### src/verilog/nand_host_pkg.sv
// constants and types for the nand page read/program host controller
// Function
// - host issues the matching pointer command before the serial data input command.
// - pointer command may be followed directly by program setup, no read needed.
// - x16 part: upper eight data lines are zero during command and address cycles.
// - page read is read command plus three address cycles; command need not repeat.
// - spare read: low column bits pick start; x16 higher bits must be low.
// - main-area read command moves the pointer back from spare to main.
// - sequential read stays within a block; the host does not check this; chip enable high ends it.
// - at most 2 partial programs per main page, 3 per spare; the host does not count them, the user does.
// - program is data input command, three address cycles, then up to a page.
// - status read command, then read cycles return current status.
package nand_host_pkg;
    localparam int        DATA_W         = 16;
    localparam logic [7:0] CMD_MAIN_READ  = 8'h00;
    localparam logic [7:0] CMD_SPARE_READ = 8'h50;
    localparam logic [7:0] CMD_DATA_IN    = 8'h80;
    localparam logic [7:0] CMD_CONFIRM    = 8'h10;
    localparam logic [7:0] CMD_STATUS     = 8'h70;
    localparam int        ADDR_CYCLES    = 3;
    localparam int        STAT_READY_BIT = 6;
    localparam int        STAT_FAIL_BIT  = 0;
    localparam int        CLK_PERIOD_PS  = 4000;
    // strobe phase minimum times in ns; pins hold each phase at least one cycle past the rounded-up count
    localparam int        STROBE_LOW_NS  = 25;
    localparam int        STROBE_HIGH_NS = 25;
    localparam int        WHR_NS         = 60;
    localparam int        STROBE_LOW_CYC  = (STROBE_LOW_NS * 1000 + CLK_PERIOD_PS - 1) / CLK_PERIOD_PS;
    localparam int        STROBE_HIGH_CYC = (STROBE_HIGH_NS * 1000 + CLK_PERIOD_PS - 1) / CLK_PERIOD_PS;
    localparam int        WHR_CYC         = (WHR_NS * 1000 + CLK_PERIOD_PS - 1) / CLK_PERIOD_PS;
    localparam int        CNT_W          = 8;
    localparam int        LEN_W          = 9;

    typedef enum logic [1:0] {
        OP_READ_MAIN,
        OP_READ_SPARE,
        OP_PROGRAM,
        OP_STATUS
    } op_t;

    typedef struct packed {
        op_t              op;
        logic [7:0]       column;
        logic [15:0]      row;
        logic [LEN_W-1:0] length;
    } req_t;

    typedef struct packed {
        logic       done;
        logic       fail;
        logic [7:0] status;
    } result_t;
endpackage

### src/verilog/nand_host.sv
// host controller driving page read, program and status read on a nand part
`timescale 1ns/10ps
module nand_host #(
    parameter int DATA_W   = nand_host_pkg::DATA_W,
    parameter int BUSY_MAX = 4000
) (
    // clock and reset
    input  wire logic                 clock_i,
    input  wire logic                 resetn_i,
    // user request
    input  wire logic                 req_valid_i,
    output logic                      req_ready_o,
    input  wire nand_host_pkg::req_t  req_i,
    // program data in
    input  wire logic                 wdata_valid_i,
    output logic                      wdata_ready_o,
    input  wire logic [DATA_W-1:0]    wdata_i,
    // read data out
    output logic                      rdata_valid_o,
    input  wire logic                 rdata_ready_i,
    output logic      [DATA_W-1:0]    rdata_o,
    // completion
    output nand_host_pkg::result_t    result_o,
    // nand pins
    output logic                      chip_en_n_o,
    output logic                      cmd_latch_o,
    output logic                      addr_latch_o,
    output logic                      write_strobe_n_o,
    output logic                      read_strobe_n_o,
    input  wire logic                 ready_busy_n_i,
    input  wire logic [DATA_W-1:0]    io_i,
    output logic      [DATA_W-1:0]    io_o,
    output logic      [DATA_W-1:0]    io_oe_o
);
    typedef enum {
        ST_IDLE, ST_PTR, ST_CMD, ST_ADDR, ST_WAIT_BUSY, ST_READ, ST_WDATA, ST_CONFIRM,
        ST_PROG_WAIT, ST_STAT_CMD, ST_STAT_READ, ST_DONE
    } state_t;

    // =========================================================
    // state
    // =========================================================
    state_t                     st_reg, st_next;
    nand_host_pkg::req_t        rq_reg, rq_next;
    logic [1:0]                 ac_reg, ac_next;
    logic [nand_host_pkg::LEN_W-1:0] left_reg, left_next;
    logic [nand_host_pkg::CNT_W-1:0] tm_reg, tm_next;
    logic [15:0]                bz_reg, bz_next;
    logic                       ph_reg, ph_next;
    logic                       cen_reg, cen_next, cle_reg, cle_next, ale_reg, ale_next;
    logic                       wen_reg, wen_next, ren_reg, ren_next;
    logic [DATA_W-1:0]          io_reg, io_next, oe_reg, oe_next;
    logic                       rrdy_reg, rrdy_next;
    nand_host_pkg::result_t     res_reg, res_next;
    logic                       rq_ack_reg, rq_ack_next;

    // =========================================================
    // read data buffer
    // =========================================================
    logic              buf_in_valid, buf_in_ready;
    logic [DATA_W-1:0] buf_in_data;

    word_buffer #(.WIDTH(DATA_W), .DEPTH(2)) u_rbuf (
        .clock_i     (clock_i),
        .resetn_i    (resetn_i),
        .in_valid_i  (buf_in_valid),
        .in_ready_o  (buf_in_ready),
        .in_data_i   (buf_in_data),
        .out_valid_o (rdata_valid_o),
        .out_ready_i (rdata_ready_i),
        .out_data_o  (rdata_o)
    );

    // sample io when read strobe rises after its low phase
    assign buf_in_valid  = (st_reg == ST_READ) && !ren_reg && (tm_reg == '0);
    assign buf_in_data   = io_i;
    assign wdata_ready_o = rrdy_reg;
    assign req_ready_o   = rq_ack_reg;

    function automatic logic [DATA_W-1:0] cmd_word(input logic [7:0] c);
        cmd_word = DATA_W'(c);
    endfunction

    function automatic logic [7:0] addr_byte(input nand_host_pkg::req_t r, input logic [1:0] i);
        case (i)
            2'd0: begin
                // x16 spare start: high column bits low
                addr_byte = (r.op == nand_host_pkg::OP_READ_SPARE) ? {5'h00, r.column[2:0]} : r.column;
            end
            2'd1: addr_byte = r.row[7:0];
            default: addr_byte = r.row[15:8];
        endcase
    endfunction

    // =========================================================
    // sequencer
    // =========================================================
    always_comb begin
        st_next     = st_reg;
        rq_next     = rq_reg;
        ac_next     = ac_reg;
        left_next   = left_reg;
        tm_next     = (tm_reg != '0) ? tm_reg - 1'b1 : tm_reg;
        bz_next     = bz_reg;
        ph_next     = ph_reg;
        cen_next    = cen_reg;
        cle_next    = cle_reg;
        ale_next    = ale_reg;
        wen_next    = wen_reg;
        ren_next    = ren_reg;
        io_next     = io_reg;
        oe_next     = oe_reg;
        rrdy_next   = 1'b0;
        res_next    = res_reg;
        rq_ack_next = 1'b0;
        res_next.done = 1'b0;
        case (st_reg)
            ST_IDLE: begin
                cen_next = 1'b1;
                if (req_valid_i && !rq_ack_reg) begin
                    rq_next     = req_i;
                    rq_ack_next = 1'b1;
                    left_next   = req_i.length;
                    cen_next    = 1'b0;
                    ph_next     = 1'b0;
                    tm_next     = '0;
                    // partial program count per page is kept by the user
                    st_next     = (req_i.op == nand_host_pkg::OP_STATUS) ? ST_STAT_CMD : ST_PTR;
                end
            end
            ST_PTR, ST_CMD, ST_CONFIRM, ST_STAT_CMD, ST_ADDR: begin
                if (tm_reg == '0) begin
                    if (!ph_reg) begin
                        cle_next = (st_reg != ST_ADDR);
                        ale_next = (st_reg == ST_ADDR);
                        wen_next = 1'b0;
                        oe_next  = '1;
                        case (st_reg)
                            // main read command returns pointer from spare
                            ST_PTR:     io_next = cmd_word((rq_reg.op == nand_host_pkg::OP_READ_SPARE) ?
                                                           nand_host_pkg::CMD_SPARE_READ :
                                                           nand_host_pkg::CMD_MAIN_READ);
                            ST_CMD:     io_next = cmd_word(nand_host_pkg::CMD_DATA_IN);
                            ST_CONFIRM: io_next = cmd_word(nand_host_pkg::CMD_CONFIRM);
                            ST_STAT_CMD: io_next = cmd_word(nand_host_pkg::CMD_STATUS);
                            default:    io_next = cmd_word(addr_byte(rq_reg, ac_reg));
                        endcase
                        tm_next = nand_host_pkg::CNT_W'(nand_host_pkg::STROBE_LOW_CYC);
                        ph_next = 1'b1;
                    end else if (!wen_reg) begin
                        wen_next = 1'b1;
                        tm_next  = nand_host_pkg::CNT_W'(nand_host_pkg::STROBE_HIGH_CYC);
                    end else begin
                        cle_next = 1'b0;
                        ale_next = 1'b0;
                        oe_next  = '0;
                        ph_next  = 1'b0;
                        case (st_reg)
                            // no read between pointer and setup
                            ST_PTR:      st_next = (rq_reg.op == nand_host_pkg::OP_PROGRAM) ? ST_CMD : ST_ADDR;
                            ST_CMD:      st_next = ST_ADDR;
                            ST_ADDR: begin
                                ac_next = ac_reg + 1'b1;
                                if (ac_reg == 2'(nand_host_pkg::ADDR_CYCLES - 1)) begin
                                    ac_next = '0;
                                    bz_next = '0;
                                    st_next = (rq_reg.op == nand_host_pkg::OP_PROGRAM) ? ST_WDATA : ST_WAIT_BUSY;
                                end
                            end
                            ST_CONFIRM:  begin
                                bz_next = '0;
                                st_next = ST_PROG_WAIT;
                            end
                            default: begin
                                tm_next = nand_host_pkg::CNT_W'(nand_host_pkg::WHR_CYC);
                                st_next = ST_STAT_READ;
                            end
                        endcase
                    end
                end
            end
            ST_WDATA: begin
                if (left_reg == '0) begin
                    st_next = ST_CONFIRM;
                end else if (tm_reg == '0) begin
                    if (!ph_reg) begin
                        if (wdata_valid_i && !rrdy_reg) begin
                            rrdy_next = 1'b1;
                            io_next   = wdata_i;
                            oe_next   = '1;
                            wen_next  = 1'b0;
                            ph_next   = 1'b1;
                            tm_next   = nand_host_pkg::CNT_W'(nand_host_pkg::STROBE_LOW_CYC);
                        end
                    end else if (!wen_reg) begin
                        wen_next = 1'b1;
                        tm_next  = nand_host_pkg::CNT_W'(nand_host_pkg::STROBE_HIGH_CYC);
                    end else begin
                        ph_next   = 1'b0;
                        oe_next   = '0;
                        left_next = left_reg - 1'b1;
                    end
                end
            end
            ST_WAIT_BUSY, ST_PROG_WAIT: begin
                // wait for page load; only status during program
                bz_next = bz_reg + 1'b1;
                if (bz_reg > 16'd2 && ready_busy_n_i) begin
                    st_next = (st_reg == ST_PROG_WAIT) ? ST_STAT_CMD : ST_READ;
                    tm_next = nand_host_pkg::CNT_W'(nand_host_pkg::STROBE_HIGH_CYC);
                end else if (bz_reg == 16'(BUSY_MAX)) begin
                    res_next.fail = 1'b1;
                    st_next       = ST_DONE;
                end
            end
            ST_READ: begin
                // one word per strobe, 64 ns cycle
                if (left_reg == '0) begin
                    // chip enable high ends sequential read
                    res_next.fail = 1'b0;
                    st_next       = ST_DONE;
                end else if (tm_reg == '0) begin
                    if (ren_reg) begin
                        // buffer full: stall with strobe high
                        if (buf_in_ready) begin
                            ren_next = 1'b0;
                            tm_next  = nand_host_pkg::CNT_W'(nand_host_pkg::STROBE_LOW_CYC);
                        end
                    end else begin
                        ren_next  = 1'b1;
                        left_next = left_reg - 1'b1;
                        tm_next   = nand_host_pkg::CNT_W'(nand_host_pkg::STROBE_HIGH_CYC);
                    end
                end
            end
            ST_STAT_READ: begin
                if (tm_reg == '0) begin
                    if (ren_reg) begin
                        ren_next = 1'b0;
                        tm_next  = nand_host_pkg::CNT_W'(nand_host_pkg::STROBE_LOW_CYC);
                    end else begin
                        ren_next = 1'b1;
                        // ready bit 6, fail bit 0; device flags fail
                        res_next.status = io_i[7:0];
                        res_next.fail   = io_i[nand_host_pkg::STAT_FAIL_BIT];
                        st_next = io_i[nand_host_pkg::STAT_READY_BIT] ? ST_DONE : ST_STAT_CMD;
                        tm_next = nand_host_pkg::CNT_W'(nand_host_pkg::STROBE_HIGH_CYC);
                    end
                end
            end
            ST_DONE: begin
                cen_next      = 1'b1;
                res_next.done = 1'b1;
                st_next       = ST_IDLE;
            end
            default: st_next = ST_IDLE;
        endcase
    end

    always_ff @(posedge clock_i or negedge resetn_i) begin
        if (!resetn_i) begin
            st_reg     <= ST_IDLE;
            rq_reg     <= '0;
            ac_reg     <= '0;
            left_reg   <= '0;
            tm_reg     <= '0;
            bz_reg     <= '0;
            ph_reg     <= 1'b0;
            cen_reg    <= 1'b1;
            cle_reg    <= 1'b0;
            ale_reg    <= 1'b0;
            wen_reg    <= 1'b1;
            ren_reg    <= 1'b1;
            io_reg     <= '0;
            oe_reg     <= '0;
            rrdy_reg   <= 1'b0;
            res_reg    <= '0;
            rq_ack_reg <= 1'b0;
        end else begin
            st_reg     <= st_next;
            rq_reg     <= rq_next;
            ac_reg     <= ac_next;
            left_reg   <= left_next;
            tm_reg     <= tm_next;
            bz_reg     <= bz_next;
            ph_reg     <= ph_next;
            cen_reg    <= cen_next;
            cle_reg    <= cle_next;
            ale_reg    <= ale_next;
            wen_reg    <= wen_next;
            ren_reg    <= ren_next;
            io_reg     <= io_next;
            oe_reg     <= oe_next;
            rrdy_reg   <= rrdy_next;
            res_reg    <= res_next;
            rq_ack_reg <= rq_ack_next;
        end
    end

    assign chip_en_n_o      = cen_reg;
    assign cmd_latch_o      = cle_reg;
    assign addr_latch_o     = ale_reg;
    assign write_strobe_n_o = wen_reg;
    assign read_strobe_n_o  = ren_reg;
    assign io_o             = io_reg;
    assign io_oe_o          = oe_reg;
    assign result_o         = res_reg;

    // =========================================================
    // checks
    // =========================================================
    // latch enables exclusive
    latch_excl_a: assert property (@(posedge clock_i) disable iff (!resetn_i) !(cle_reg && ale_reg))
        else $error("command and address latch both high");
    strobe_excl_a: assert property (@(posedge clock_i) disable iff (!resetn_i) !(!wen_reg && !ren_reg))
        else $error("both strobes low");
    upper_zero_a: assert property (@(posedge clock_i) disable iff (!resetn_i)
        (cle_reg || ale_reg) |-> io_reg[DATA_W-1:8] == '0) else $error("upper io not zero");
    // read strobe low holds for at least two cycles
    re_width_a: assert property (@(posedge clock_i) disable iff (!resetn_i)
        $fell(ren_reg) |-> !ren_reg [*2]) else $error("read strobe low too short");
    we_width_a: assert property (@(posedge clock_i) disable iff (!resetn_i)
        $fell(wen_reg) |-> !wen_reg [*2]) else $error("write strobe low too short");
    // data driven while write strobe low
    oe_on_write_a: assert property (@(posedge clock_i) disable iff (!resetn_i)
        !wen_reg |-> oe_reg == '1) else $error("io not driven during write");
    no_drive_read_a: assert property (@(posedge clock_i) disable iff (!resetn_i)
        !ren_reg |-> oe_reg == '0) else $error("io driven during read");
    done_pulse_a: assert property (@(posedge clock_i) disable iff (!resetn_i)
        res_reg.done |=> !res_reg.done) else $error("done longer than one cycle");
    prog_cover_c: cover property (@(posedge clock_i) disable iff (!resetn_i)
        st_reg == ST_PROG_WAIT ##[1:1000] st_reg == ST_STAT_READ);
    read_cover_c: cover property (@(posedge clock_i) disable iff (!resetn_i)
        st_reg == ST_READ ##[1:1000] st_reg == ST_DONE);
    stall_cover_c: cover property (@(posedge clock_i) disable iff (!resetn_i)
        st_reg == ST_READ && !buf_in_ready);
endmodule

### src/verilog/word_buffer.sv
// two-entry word buffer with valid/ready on both sides
`timescale 1ns/10ps
module word_buffer #(
    parameter int WIDTH = 16,
    parameter int DEPTH = 2
) (
    // clock and reset
    input  wire logic             clock_i,
    input  wire logic             resetn_i,
    // fill side
    input  wire logic             in_valid_i,
    output logic                  in_ready_o,
    input  wire logic [WIDTH-1:0] in_data_i,
    // drain side
    output logic                  out_valid_o,
    input  wire logic             out_ready_i,
    output logic      [WIDTH-1:0] out_data_o
);
    localparam int PW = (DEPTH > 1) ? $clog2(DEPTH) : 1;

    logic [WIDTH-1:0] mem_reg [DEPTH];
    logic [PW-1:0]    wr_reg, wr_next, rd_reg, rd_next;
    logic [PW:0]      cnt_reg, cnt_next;
    logic             push, pop;

    assign push        = in_valid_i && (cnt_reg != (PW+1)'(DEPTH));
    assign pop         = out_ready_i && (cnt_reg != '0);
    assign in_ready_o  = cnt_reg != (PW+1)'(DEPTH);
    assign out_valid_o = cnt_reg != '0;
    assign out_data_o  = mem_reg[rd_reg];

    always_comb begin
        wr_next  = wr_reg;
        rd_next  = rd_reg;
        cnt_next = cnt_reg;
        if (push) begin
            wr_next = (wr_reg == PW'(DEPTH - 1)) ? '0 : wr_reg + 1'b1;
        end
        if (pop) begin
            rd_next = (rd_reg == PW'(DEPTH - 1)) ? '0 : rd_reg + 1'b1;
        end
        if (push && !pop) begin
            cnt_next = cnt_reg + 1'b1;
        end else if (pop && !push) begin
            cnt_next = cnt_reg - 1'b1;
        end
    end

    always_ff @(posedge clock_i or negedge resetn_i) begin
        if (!resetn_i) begin
            wr_reg  <= '0;
            rd_reg  <= '0;
            cnt_reg <= '0;
        end else begin
            wr_reg  <= wr_next;
            rd_reg  <= rd_next;
            cnt_reg <= cnt_next;
        end
    end

    always_ff @(posedge clock_i) begin
        if (push) begin
            mem_reg[wr_reg] <= in_data_i;
        end
    end
endmodule
### config.mk
export PLATFORM = sky130hd
export DESIGN_NAME = nand_host
export DESIGN_NICKNAME = d
export VERILOG_FILES = /design/src/verilog/nand_host_pkg.sv /design/src/verilog/nand_host.sv /design/src/verilog/word_buffer.sv
export SDC_FILE = /design/constraint.sdc
export NUM_CORES = 1
export LEC_CHECK = 0
export BUFFER_PORTS_ARGS = -buffer_cell sky130_fd_sc_hd__buf_2
export CORE_ASPECT_RATIO = 0.9
export CORE_MARGIN = 2
export CORE_UTILIZATION = 30
export DETAILED_ROUTE_END_ITERATION = 7
export PLACE_DENSITY = 0.5
export SLEW_MARGIN = 10
export SYNTH_ARGS = -nofsm -noshare
export SYNTH_HDL_FRONTEND = slang
export SYNTH_SLANG_ARGS = --single-unit
export TNS_END_PERCENT = 5
### constraint.sdc
create_clock -name clock_i -period 5.5 [get_ports clock_i]
set_clock_uncertainty 0.1 [all_clocks]
set_input_delay 0.55 -clock clock_i [delete_from_list [all_inputs] [get_ports clock_i]]
set_output_delay 0.55 -clock clock_i [all_outputs]
set_load 0.005 [all_outputs]
After elaboration in Yosys (flattened, before gate mapping):

Memory sizes are Yosys's and may differ from the RTL's.
Cells that the tools add are included.

* $add $sub $neg: 8
* order comparisons: 1
* equal/unequal tests: 47
* mux-type cells: 118
* bitwise operators: 1
* reduce and logical (&&, ||, !) cells: 43

Operators by type and width (count)
* two-way mux 32 bit: 11
* two-way mux 16 bit: 17
* case mux 32 bit (6 select lines): 1
* == test 32 x 3 -> 1 bit (second input constant): 5
* == test 32 x 4 -> 1 bit (second input constant): 5
* two-way mux 8 bit: 18
* case mux 16 bit (2 select lines): 4
* case mux 32 bit (4 select lines): 1
* two-way mux 9 bit: 10
* == test 32 x 2 -> 1 bit (second input constant): 2
* case mux 8 bit (6 select lines): 1
* != test 2 bit (second input constant): 21
* two-way mux 1 bit: 39
* == test 32 x 1 -> 1 bit (second input constant): 1
* == test 32 x 5 -> 1 bit (second input constant): 1
* logical NOT 32 bit: 1
* != test 32 x 3 -> 1 bit (second input constant): 1
* case mux 8 bit (4 select lines): 1
* case mux 9 bit (3 select lines): 1
* adder 16 x 1 -> 16 bit (second input constant): 1
* == test 16 x 12 -> 1 bit (second input constant): 1
* greater-than comparator 16 x 2 -> 1 bit (second input constant): 1
* case mux 8 bit (2 select lines): 1
* AND reduction 5 bit: 3
* other kinds (33): 70

* register bits: 147
* bits in writable memories: 32
* word-level logic and storage cells: 243
* memories kept: 1

Memory list
* u_rbuf.mem_reg: words 2, bits a word 16, read ports 1, clocked after Yosys merged registers in 0, write ports 1, line word_buffer.sv:21 `logic [WIDTH-1:0] mem_reg [DEPTH];`

Longest topological paths before layout:

Gate-level depths: netlist (run 1).

* depth after elaboration: 8
* gate-level depth with buffers: 11
* gate-level depth less buffers: 10

Cells and area by module:

A second synthesis (run 1) with hierarchy kept.

* cells, all modules: 700
* area total of the unflattened synthesis: 6889.1 µm²

By module, submodules not included
* nand_host: instances 1, cells each 632, area an instance 5486.5 µm², sequential area each 2506.2 µm²
* word_buffer: instances 1, cells each 68, area an instance 1402.6 µm², sequential area each 1061.0 µm²

Least setup slack after synthesis (run 1):

Ideal clock, no wire load.

* path kind: register to register
* from: register left_reg[3] (netlist bit)
* to: register st_reg[1]
* library setup time: 0.125 ns
* arrival: 2.404 ns
* path slack: 2.871 ns
* cell stages (with the launch flop): 8
* period minus slack after synthesis: 2.629 ns
* cell sequence: dfrtp_1 or4_4 or4_4 buf_6 nand2_4 o211ai_2 or3_4 mux2_4

* cells in the longest elaborated chain, start to end: 3

Ends and longest elaborated chain
* start, declared: line nand_host.sv:46 `logic [nand_host_pkg::LEN_W-1:0] left_reg, left_next;`
* start signal, assigned: line nand_host.sv:283 `left_reg <= left_next;`
* logical NOT 9 bit *: line nand_host.sv:183, nand_host.sv:218
* != test 2 bit (no source line)
* AND reduction 10 bit (no source line) *
* end signal, assigned: line nand_host.sv:280 `st_reg <= st_next;`
* end, declared: line nand_host.sv:43 `state_t st_reg, st_next;`

Mark *: on every way between the ends. The rest lies on a longest branch, timed or not.
A chain may end at the register's enable or synchronous reset.

Worst setup path in the final report (run 1):

* from: register tm_reg[2] (netlist bit)
* to: register left_reg[0] (netlist bit)

* cells in the longest elaborated chain, start to end: 3

Ends and longest elaborated chain
* start, declared: line nand_host.sv:47 `logic [nand_host_pkg::CNT_W-1:0] tm_reg, tm_next;`
* start signal, assigned: line nand_host.sv:284 `tm_reg <= tm_next;`
* logical NOT 8 bit *: line nand_host.sv:185, nand_host.sv:222
* != test 2 bit (no source line)
* AND reduction 9 bit (no source line) *

Marks and branches as above.

==> results.sh, run 1 <==
export IMPL_synth_top_family_by_area="compound AO/OA/AOI/OAI gates"
export IMPL_crit_path_max_incr_delay_ns=0.58
export IMPL_post_route_drc_count=0
export IMPL_dr_pass1_iters=7
export IMPL_rsz0062_at_grt="false"
export IMPL_fin_crit_ns=3.17
export IMPL_cts_setup_buffers=0
export IMPL_initial_core_util_pct=30.6
export IMPL_arrival_ns=3.41
export IMPL_drt_iter0_drc=319
export IMPL_outcome="completed"
export IMPL_start_kind="register"
export IMPL_root_buffer="clkbuf_16"
export IMPL_largest_reg_flops=32
export IMPL_io_pins=139
export IMPL_cts_resized=0
export IMPL_vdd_ir_drop_max_mv=0.278
export IMPL_power_density_mw_per_mm2=529
export IMPL_coreArea_mm2=0.0225
export IMPL_pwr_share_comb_pct=36.5
export IMPL_dieHeight_um=148
export IMPL_grt_max_degree=63
export IMPL_syn_to_final_growth_pct=20.9
export IMPL_num_vias=5418
export IMPL_setup_violations=0
export IMPL_clk_insertion_delay_late_ns=0.43
export IMPL_drt_wirelength_per_cell_um=16.2
export IMPL_cp_cell_sequence="or4_4 > nor3_4 > inv_1 > o21ai_0 > nand4_1 > or3_1 > o21ai_0"
export IMPL_synthAdderAreaFrac_pct=1.45
export IMPL_synth_cells=672
export IMPL_synth_edf_count=32
export IMPL_crit_path_end_kind="register"
export IMPL_cts_sinks=136
export IMPL_hold_viol=0
export IMPL_drive_gt1_share_pct=31.1
export IMPL_synth_compound_area_share_pct=16.0
export IMPL_nNetsFinal=868
export IMPL_ys_async_sr_fraction_pct=76.5
export IMPL_hpwl_mm=12.7
export IMPL_cp_common_cell="o21ai_0"
export IMPL_h_tree_depth=4
export IMPL_fin_crit_sh_pct=57.7
export IMPL_synth_area_leader_cell="dfrtp_1"
export IMPL_synth_top_area_share_pct=36.7
export IMPL_seq_area_frac_synth_pct=51.8
export IMPL_cts_tree="built"
export IMPL_placed_area_mm2=0.00775
export IMPL_p_int_uw=2680
export IMPL_cts_clk_slew_worst_paths_ns=0.06
export IMPL_fill_cells=2299
export IMPL_setup_tns_ns=0
export IMPL_rows=52
export IMPL_slew_viol_final=0
export IMPL_vias_per_cell=4.93
export IMPL_ys_ff_latch=136
export IMPL_syn_num_nets=753
export IMPL_critPathRequiredTime_ns=5.74
export IMPL_hold_buffers=0
export IMPL_critPathBufInv=1
export IMPL_ys_top_cells_by_area="dfrtp_1 37%, edfxtp_1 14%, mux2_2 8.2%"
export IMPL_critical_path_top_delay_family="simple AND/OR/NAND/NOR gates"
export IMPL_grt_pass1_vias=5223
export IMPL_p_switching_uw=1730
export IMPL_syn_area_per_cell_um2=10.3
export IMPL_netSwitchingFraction_pct=39.2
export IMPL_grt_overflow_total=0
export IMPL_dieArea_mm2=0.0242
export IMPL_critPathMaxFanout=18
export IMPL_clockPowerShare_pct=25.3
export IMPL_p_leak_uw=0.00354
export IMPL_cts_made_buffers=17
export IMPL_fin_area_mm2=0.00833
export IMPL_synth_mux_area_share_pct=9.04
export IMPL_grt_usage_pct=15.2
export IMPL_hold_path_class="in2async"
export IMPL_synth_simple_area_share_pct=15.2
export IMPL_numPortBuffers=138
export IMPL_netlist_cell_type_count=64
export IMPL_seqPwrFrac_pct=38.2
export IMPL_routed_wl_mm=17.8
export IMPL_gp_congestion=0.825
export IMPL_synth_warnings=0
export IMPL_maxCapViolCount=0
export IMPL_synth_main_ff_cell="dfrtp_1"
export IMPL_synth_xor_xnor_area_share_pct=1.91
export IMPL_antenna_found_initial=3
export IMPL_slowest_stage="or4_4"
export IMPL_synth_area_mm2=0.00689
export IMPL_fmax_ghz=0.315
export IMPL_worst_pin_slew_ns=0.936
export IMPL_grt_pass1_wl_mm=28.6
export IMPL_slew_headroom_pct=37.3
export IMPL_dieWidth_um=164
export IMPL_path_class="reg2reg"
export IMPL_ant_nets=0
export IMPL_cts_buffer_depth=2
-- Yosys cell counts (5+ instances only) --
cell      number
o31ai_1        7
xor2_1         6
buf_4         15
xnor2_1        9
clkbuf_1      25
o22ai_1        5
a31oi_1        5
nor4_1         6
and3_1         7
a21oi_1       42
nand2b_1      11
a22oi_1       13
nor3_1        14
o21ai_0       80
or2_2          5
nand4_1        6
nand3_1       11
mux2_2        50
nor2_1        54
inv_1         14
edfxtp_1      32
nand2_1       69
dfrtp_1      101
ha_1           8
or3_1          6
-- logic make-up (layout without fill, tap and decap cells) --
kind of cell    count (synthesis)  count (layout)
simple gates                  210             210
flops                         136             136
xor+xnor                       15              15
buf+inv                        63             191
mux                            55              55
other cells                     0               2
compound gates                185             185
fa+ha+maj                       8               8
-- final timing paths --
check                      startpoint               endpoint  slack [ns]  cells past startpoint
setup / recovery            tm_reg[2]            left_reg[0]        2.33                      7
hold / removal               resetn_i               io_o[15]        0.11                      1
setup reg to reg            tm_reg[2]            left_reg[0]        2.33                      7
hold reg to reg              io_o[10]               io_o[10]        0.38                      2
max in group asynchronous    resetn_i              tm_reg[6]        4.12                      2
min in group clock_i         io_i[11]  u_rbuf.mem_reg[0][11]        0.22                      1
-- layer usage --
metal  part of all wire [%]  global-route usage [%]  vias to the layer above
li1                       -                       -                     2660
met1                     48                    21.7                     2583
met2                     43                    22.1                      167
met3                    8.1                    5.47                        8
met4                   0.77                    3.33                        0
met5                      0                       0                        -
-- worst reg2reg max path, cell delays in order, from the launching register on --
cell and delay [ns]:
dfrtp_1 0.43, or4_4 0.58, nor3_4 0.34, inv_1 0.31, o21ai_0 0.24, nand4_1 0.49, or3_1 0.52, o21ai_0 0.07
-- area by class of cell --
cell class,count,area [um^2],share of cell area [%]
tap,297,372,4.46
antenna,2,5.00,0.0601
clock inverter,15,150,1.80
timing repair buffer,144,738,8.86
sequential,136,3570,42.8
clock buffer,17,425,5.11
inverter,15,56.3,0.676
multi-input combinational,473,3020,36.2
-- power groups by stage --
stage	clock network, uW	logic, uW	registers (uW)
finish	1110	1610	1690
global route	1190	1810	1740
CTS	1150	1620	1690
detailed placement	0	1610	1700
global placement	0	1610	1700
floorplan	0	1280	1520
-- metrics by stage --
stage | hold slack [ns] | setup WS, ns | total power (uW) | util, % | cells
finish | 0.110 | 2.33 | 4410 | 37.0 | 1099
global route | 0.180 | 2.01 | 4740 | 37.0 | 1097
CTS | 0.140 | 2.30 | 4460 | 37.0 | 1097
detailed placement | 0.370 | 2.33 | 3310 | 34.4 | 1065
global placement | 0.366 | 2.37 | 3310 | 34.4 | 1065
floorplan | 0.154 | 2.87 | 2800 | - | 672
-- cells in the final DEF (no fill, tap or decap), types with 5 or more instances in the layout --
cell type  count
a22oi_1       13
a31oi_1        5
a21oi_1       42
nand3_1       11
nand2b_1      11
buf_4          7
nand4_1        6
dfrtp_1      101
buf_2        137
o21ai_0       80
mux2_2        50
edfxtp_1      32
or3_1          6
or2_2          5
o31ai_1        7
o22ai_1        5
nand2_1       69
xor2_1         6
nor2_1        54
nor3_1        14
ha_1           8
clkbuf_16     17
xnor2_1        9
nor4_1         6
inv_1         14
and3_1         7
inv_8          5
inv_6          6
(Power assumes the default switching activity.)
==> run 2, diff against run 1 <==
Clock period 5.5 ns to 3.1 ns, I/O delays scaled along.
==> results.sh, run 2 (synthesis gave the netlist of run 1 again) <==
export IMPL_outcome="completed"
export IMPL_routed_wl_mm=18.1
export IMPL_hold_viol=0
export IMPL_critPathRequiredTime_ns=3.31
export IMPL_pwr_share_comb_pct=39.0
export IMPL_reg2reg_from="left_reg[3]"
export IMPL_final_common_cell="buf_2"
export IMPL_clk_insertion_delay_late_ns=0.43
export IMPL_initial_core_util_pct=30.6
export IMPL_nNetsFinal=924
export IMPL_drt_wirelength_per_cell_um=15.7
export IMPL_slew_viol_final=0
export IMPL_syn_to_final_growth_pct=28.4
export IMPL_worst_pin_slew_ns=0.756
export IMPL_met1_length_mm=8.87
export IMPL_grt_max_degree=57
export IMPL_power_density_mw_per_mm2=907
export IMPL_io_pins=139
export IMPL_layout_setup_ws_ns=0.394
export IMPL_cp_cell_sequence="or4_4 > or4_4 > nand2_4 > o211ai_2 > or3_4 > mux2_4"
export IMPL_pre_cts_slack_ns=0.407
export IMPL_root_buffer="clkbuf_16"
export IMPL_dr_pass1_iters=4
export IMPL_drive_gt1_share_pct=31.8
export IMPL_slowest_stage="or4_4"
export IMPL_cts_made_buffers=17
export IMPL_drt_iter0_drc=315
export IMPL_p_int_uw=4910
export IMPL_dp_cells=1088
export IMPL_numPortBuffers=138
export IMPL_finalPower_uw=8020
export IMPL_cts_buffer_depth=2
export IMPL_grt_usage_pct=15.4
export IMPL_p_leak_uw=0.00379
export IMPL_fin_crit_sh_pct=87.3
export IMPL_setup_violations=0
export IMPL_seqPwrFrac_pct=36.3
export IMPL_finalNonFillerCells=1154
export IMPL_gp_congestion=0.833
export IMPL_num_vias=5636
export IMPL_clockPowerShare_pct=24.7
export IMPL_crit_path_end_kind="register"
export IMPL_grt_overflow_total=0
export IMPL_p_switching_uw=3110
export IMPL_rsz0062_at_grt="false"
export IMPL_grt_pass1_vias=5407
export IMPL_largest_reg_flops=32
export IMPL_min_delay_start="wdata_i[15]"
export IMPL_dieWidth_um=164
export IMPL_cts_sinks=136
export IMPL_fmax_ghz=0.370
export IMPL_hpwl_mm=13.0
export IMPL_grt_pass1_wl_mm=29.1
export IMPL_dieHeight_um=148
export IMPL_cp_common_cell="or4_4"
export IMPL_netSwitchingFraction_pct=38.7
export IMPL_slew_headroom_pct=49.6
export IMPL_cp_startpoint="left_reg[3]"
export IMPL_cts_clk_slew_worst_paths_ns=0.07
export IMPL_coreArea_mm2=0.0225
export IMPL_vdd_ir_drop_max_mv=0.362
export IMPL_vias_per_cell=4.88
export IMPL_maxCapViolCount=0
export IMPL_fin_crit_ns=2.71
export IMPL_hold_path_class="in2reg"
export IMPL_setup_tns_ns=0
export IMPL_post_route_drc_count=0
export IMPL_arrival_ns=2.92
export IMPL_cts_resized=0
export IMPL_wl_met3_mm=1.31
export IMPL_dieArea_mm2=0.0242
export IMPL_critPathMaxFanout=8
export IMPL_routed_top_layer="met5"
export IMPL_final_cell_mix="137 x buf_2, 101 x dfrtp_1, 80 x o21ai_0"
export IMPL_start_kind="register"
export IMPL_rows=52
export IMPL_ant_nets=0
export IMPL_h_tree_depth=4
export IMPL_wl_met2_mm=7.79
export IMPL_cts_tree="built"
export IMPL_antenna_found_initial=2
export IMPL_crit_path_max_incr_delay_ns=0.59
export IMPL_path_class="reg2reg"
[run 2: cell count changes in the layout (fill, tap and decap cells not counted), sizes merged]
cell         delta
buf            +23
clkinv          -1
clkinvlp        +1
diode           -1
dlygate4sd3    +33
[run 2: per-stage QoR]
| step | util (%) | hold WS, ns | instance area, um^2 |
|---|---|---|---|
| global route | 39.3 | 0.00835 | 8840 |
| detailed placement | 35.3 | 0.296 | 7940 |
| finish | 39.3 | 0.0186 | 8840 |
| global placement | 35.3 | 0.297 | 7940 |
| floorplan | - | -0.0856 | 6890 |
| CTS | 39.2 | 0.000233 | 8830 |
[run 2: layout make-up]
class                           instances  area (um^2)
Clock inverter                         15          149
Tap cell                              297          372
Timing Repair Buffer                  200         1250
Antenna cell                            1         2.50
Multi-Input combinational cell        473         3020
Sequential cell                       136         3570
Fill cell                            2237        13700
Inverter                               15         56.3
Clock buffer                           17          425
[run 2: worst max-delay path, delay by kind of cell (launching register included)]
kind / cells / cell delay (ns)
mux: 1 / 0.30
simple gates: 4 / 1.67
compound gates: 1 / 0.08
flops: 1 / 0.44
[run 2: layer usage]
metal / global-route usage (%) / vias up
met5: 0 / -
met4: 3.82 / 2
met3: 5.42 / 15
met2: 22.6 / 157
met1: 21.7 / 2690
li1: - / 2772
[run 2: power by group through the flow]
stage	Clock (uW)	Combinational (uW)	Sequential, uW
5_1_grt	2120	3500	3010
3_5_place_dp	0	3100	2940
6_report	1980	3130	2910
2_1_floorplan	0	2270	2690
4_1_cts	2040	3140	2910
3_3_place_gp	0	3090	2930
[run 2: final timing paths]
kind	endpoint	slack [ns]	cells past startpoint
setup / recovery	st_reg[3]	0.39	6
hold / removal	io_o[15]	0.02	3
setup reg to reg	st_reg[3]	0.39	6
hold reg to reg	io_o[9]	0.38	2
max in group asynchronous	chip_en_n_o	1.76	3
min in group asynchronous	io_o[12]	0.36	2
[run 2: repair_timing]
item                                   in CTS  in global routing
setup buffers                               0                  0
endpoints found under the hold margin      92                  1
hold buffers                               32                  1
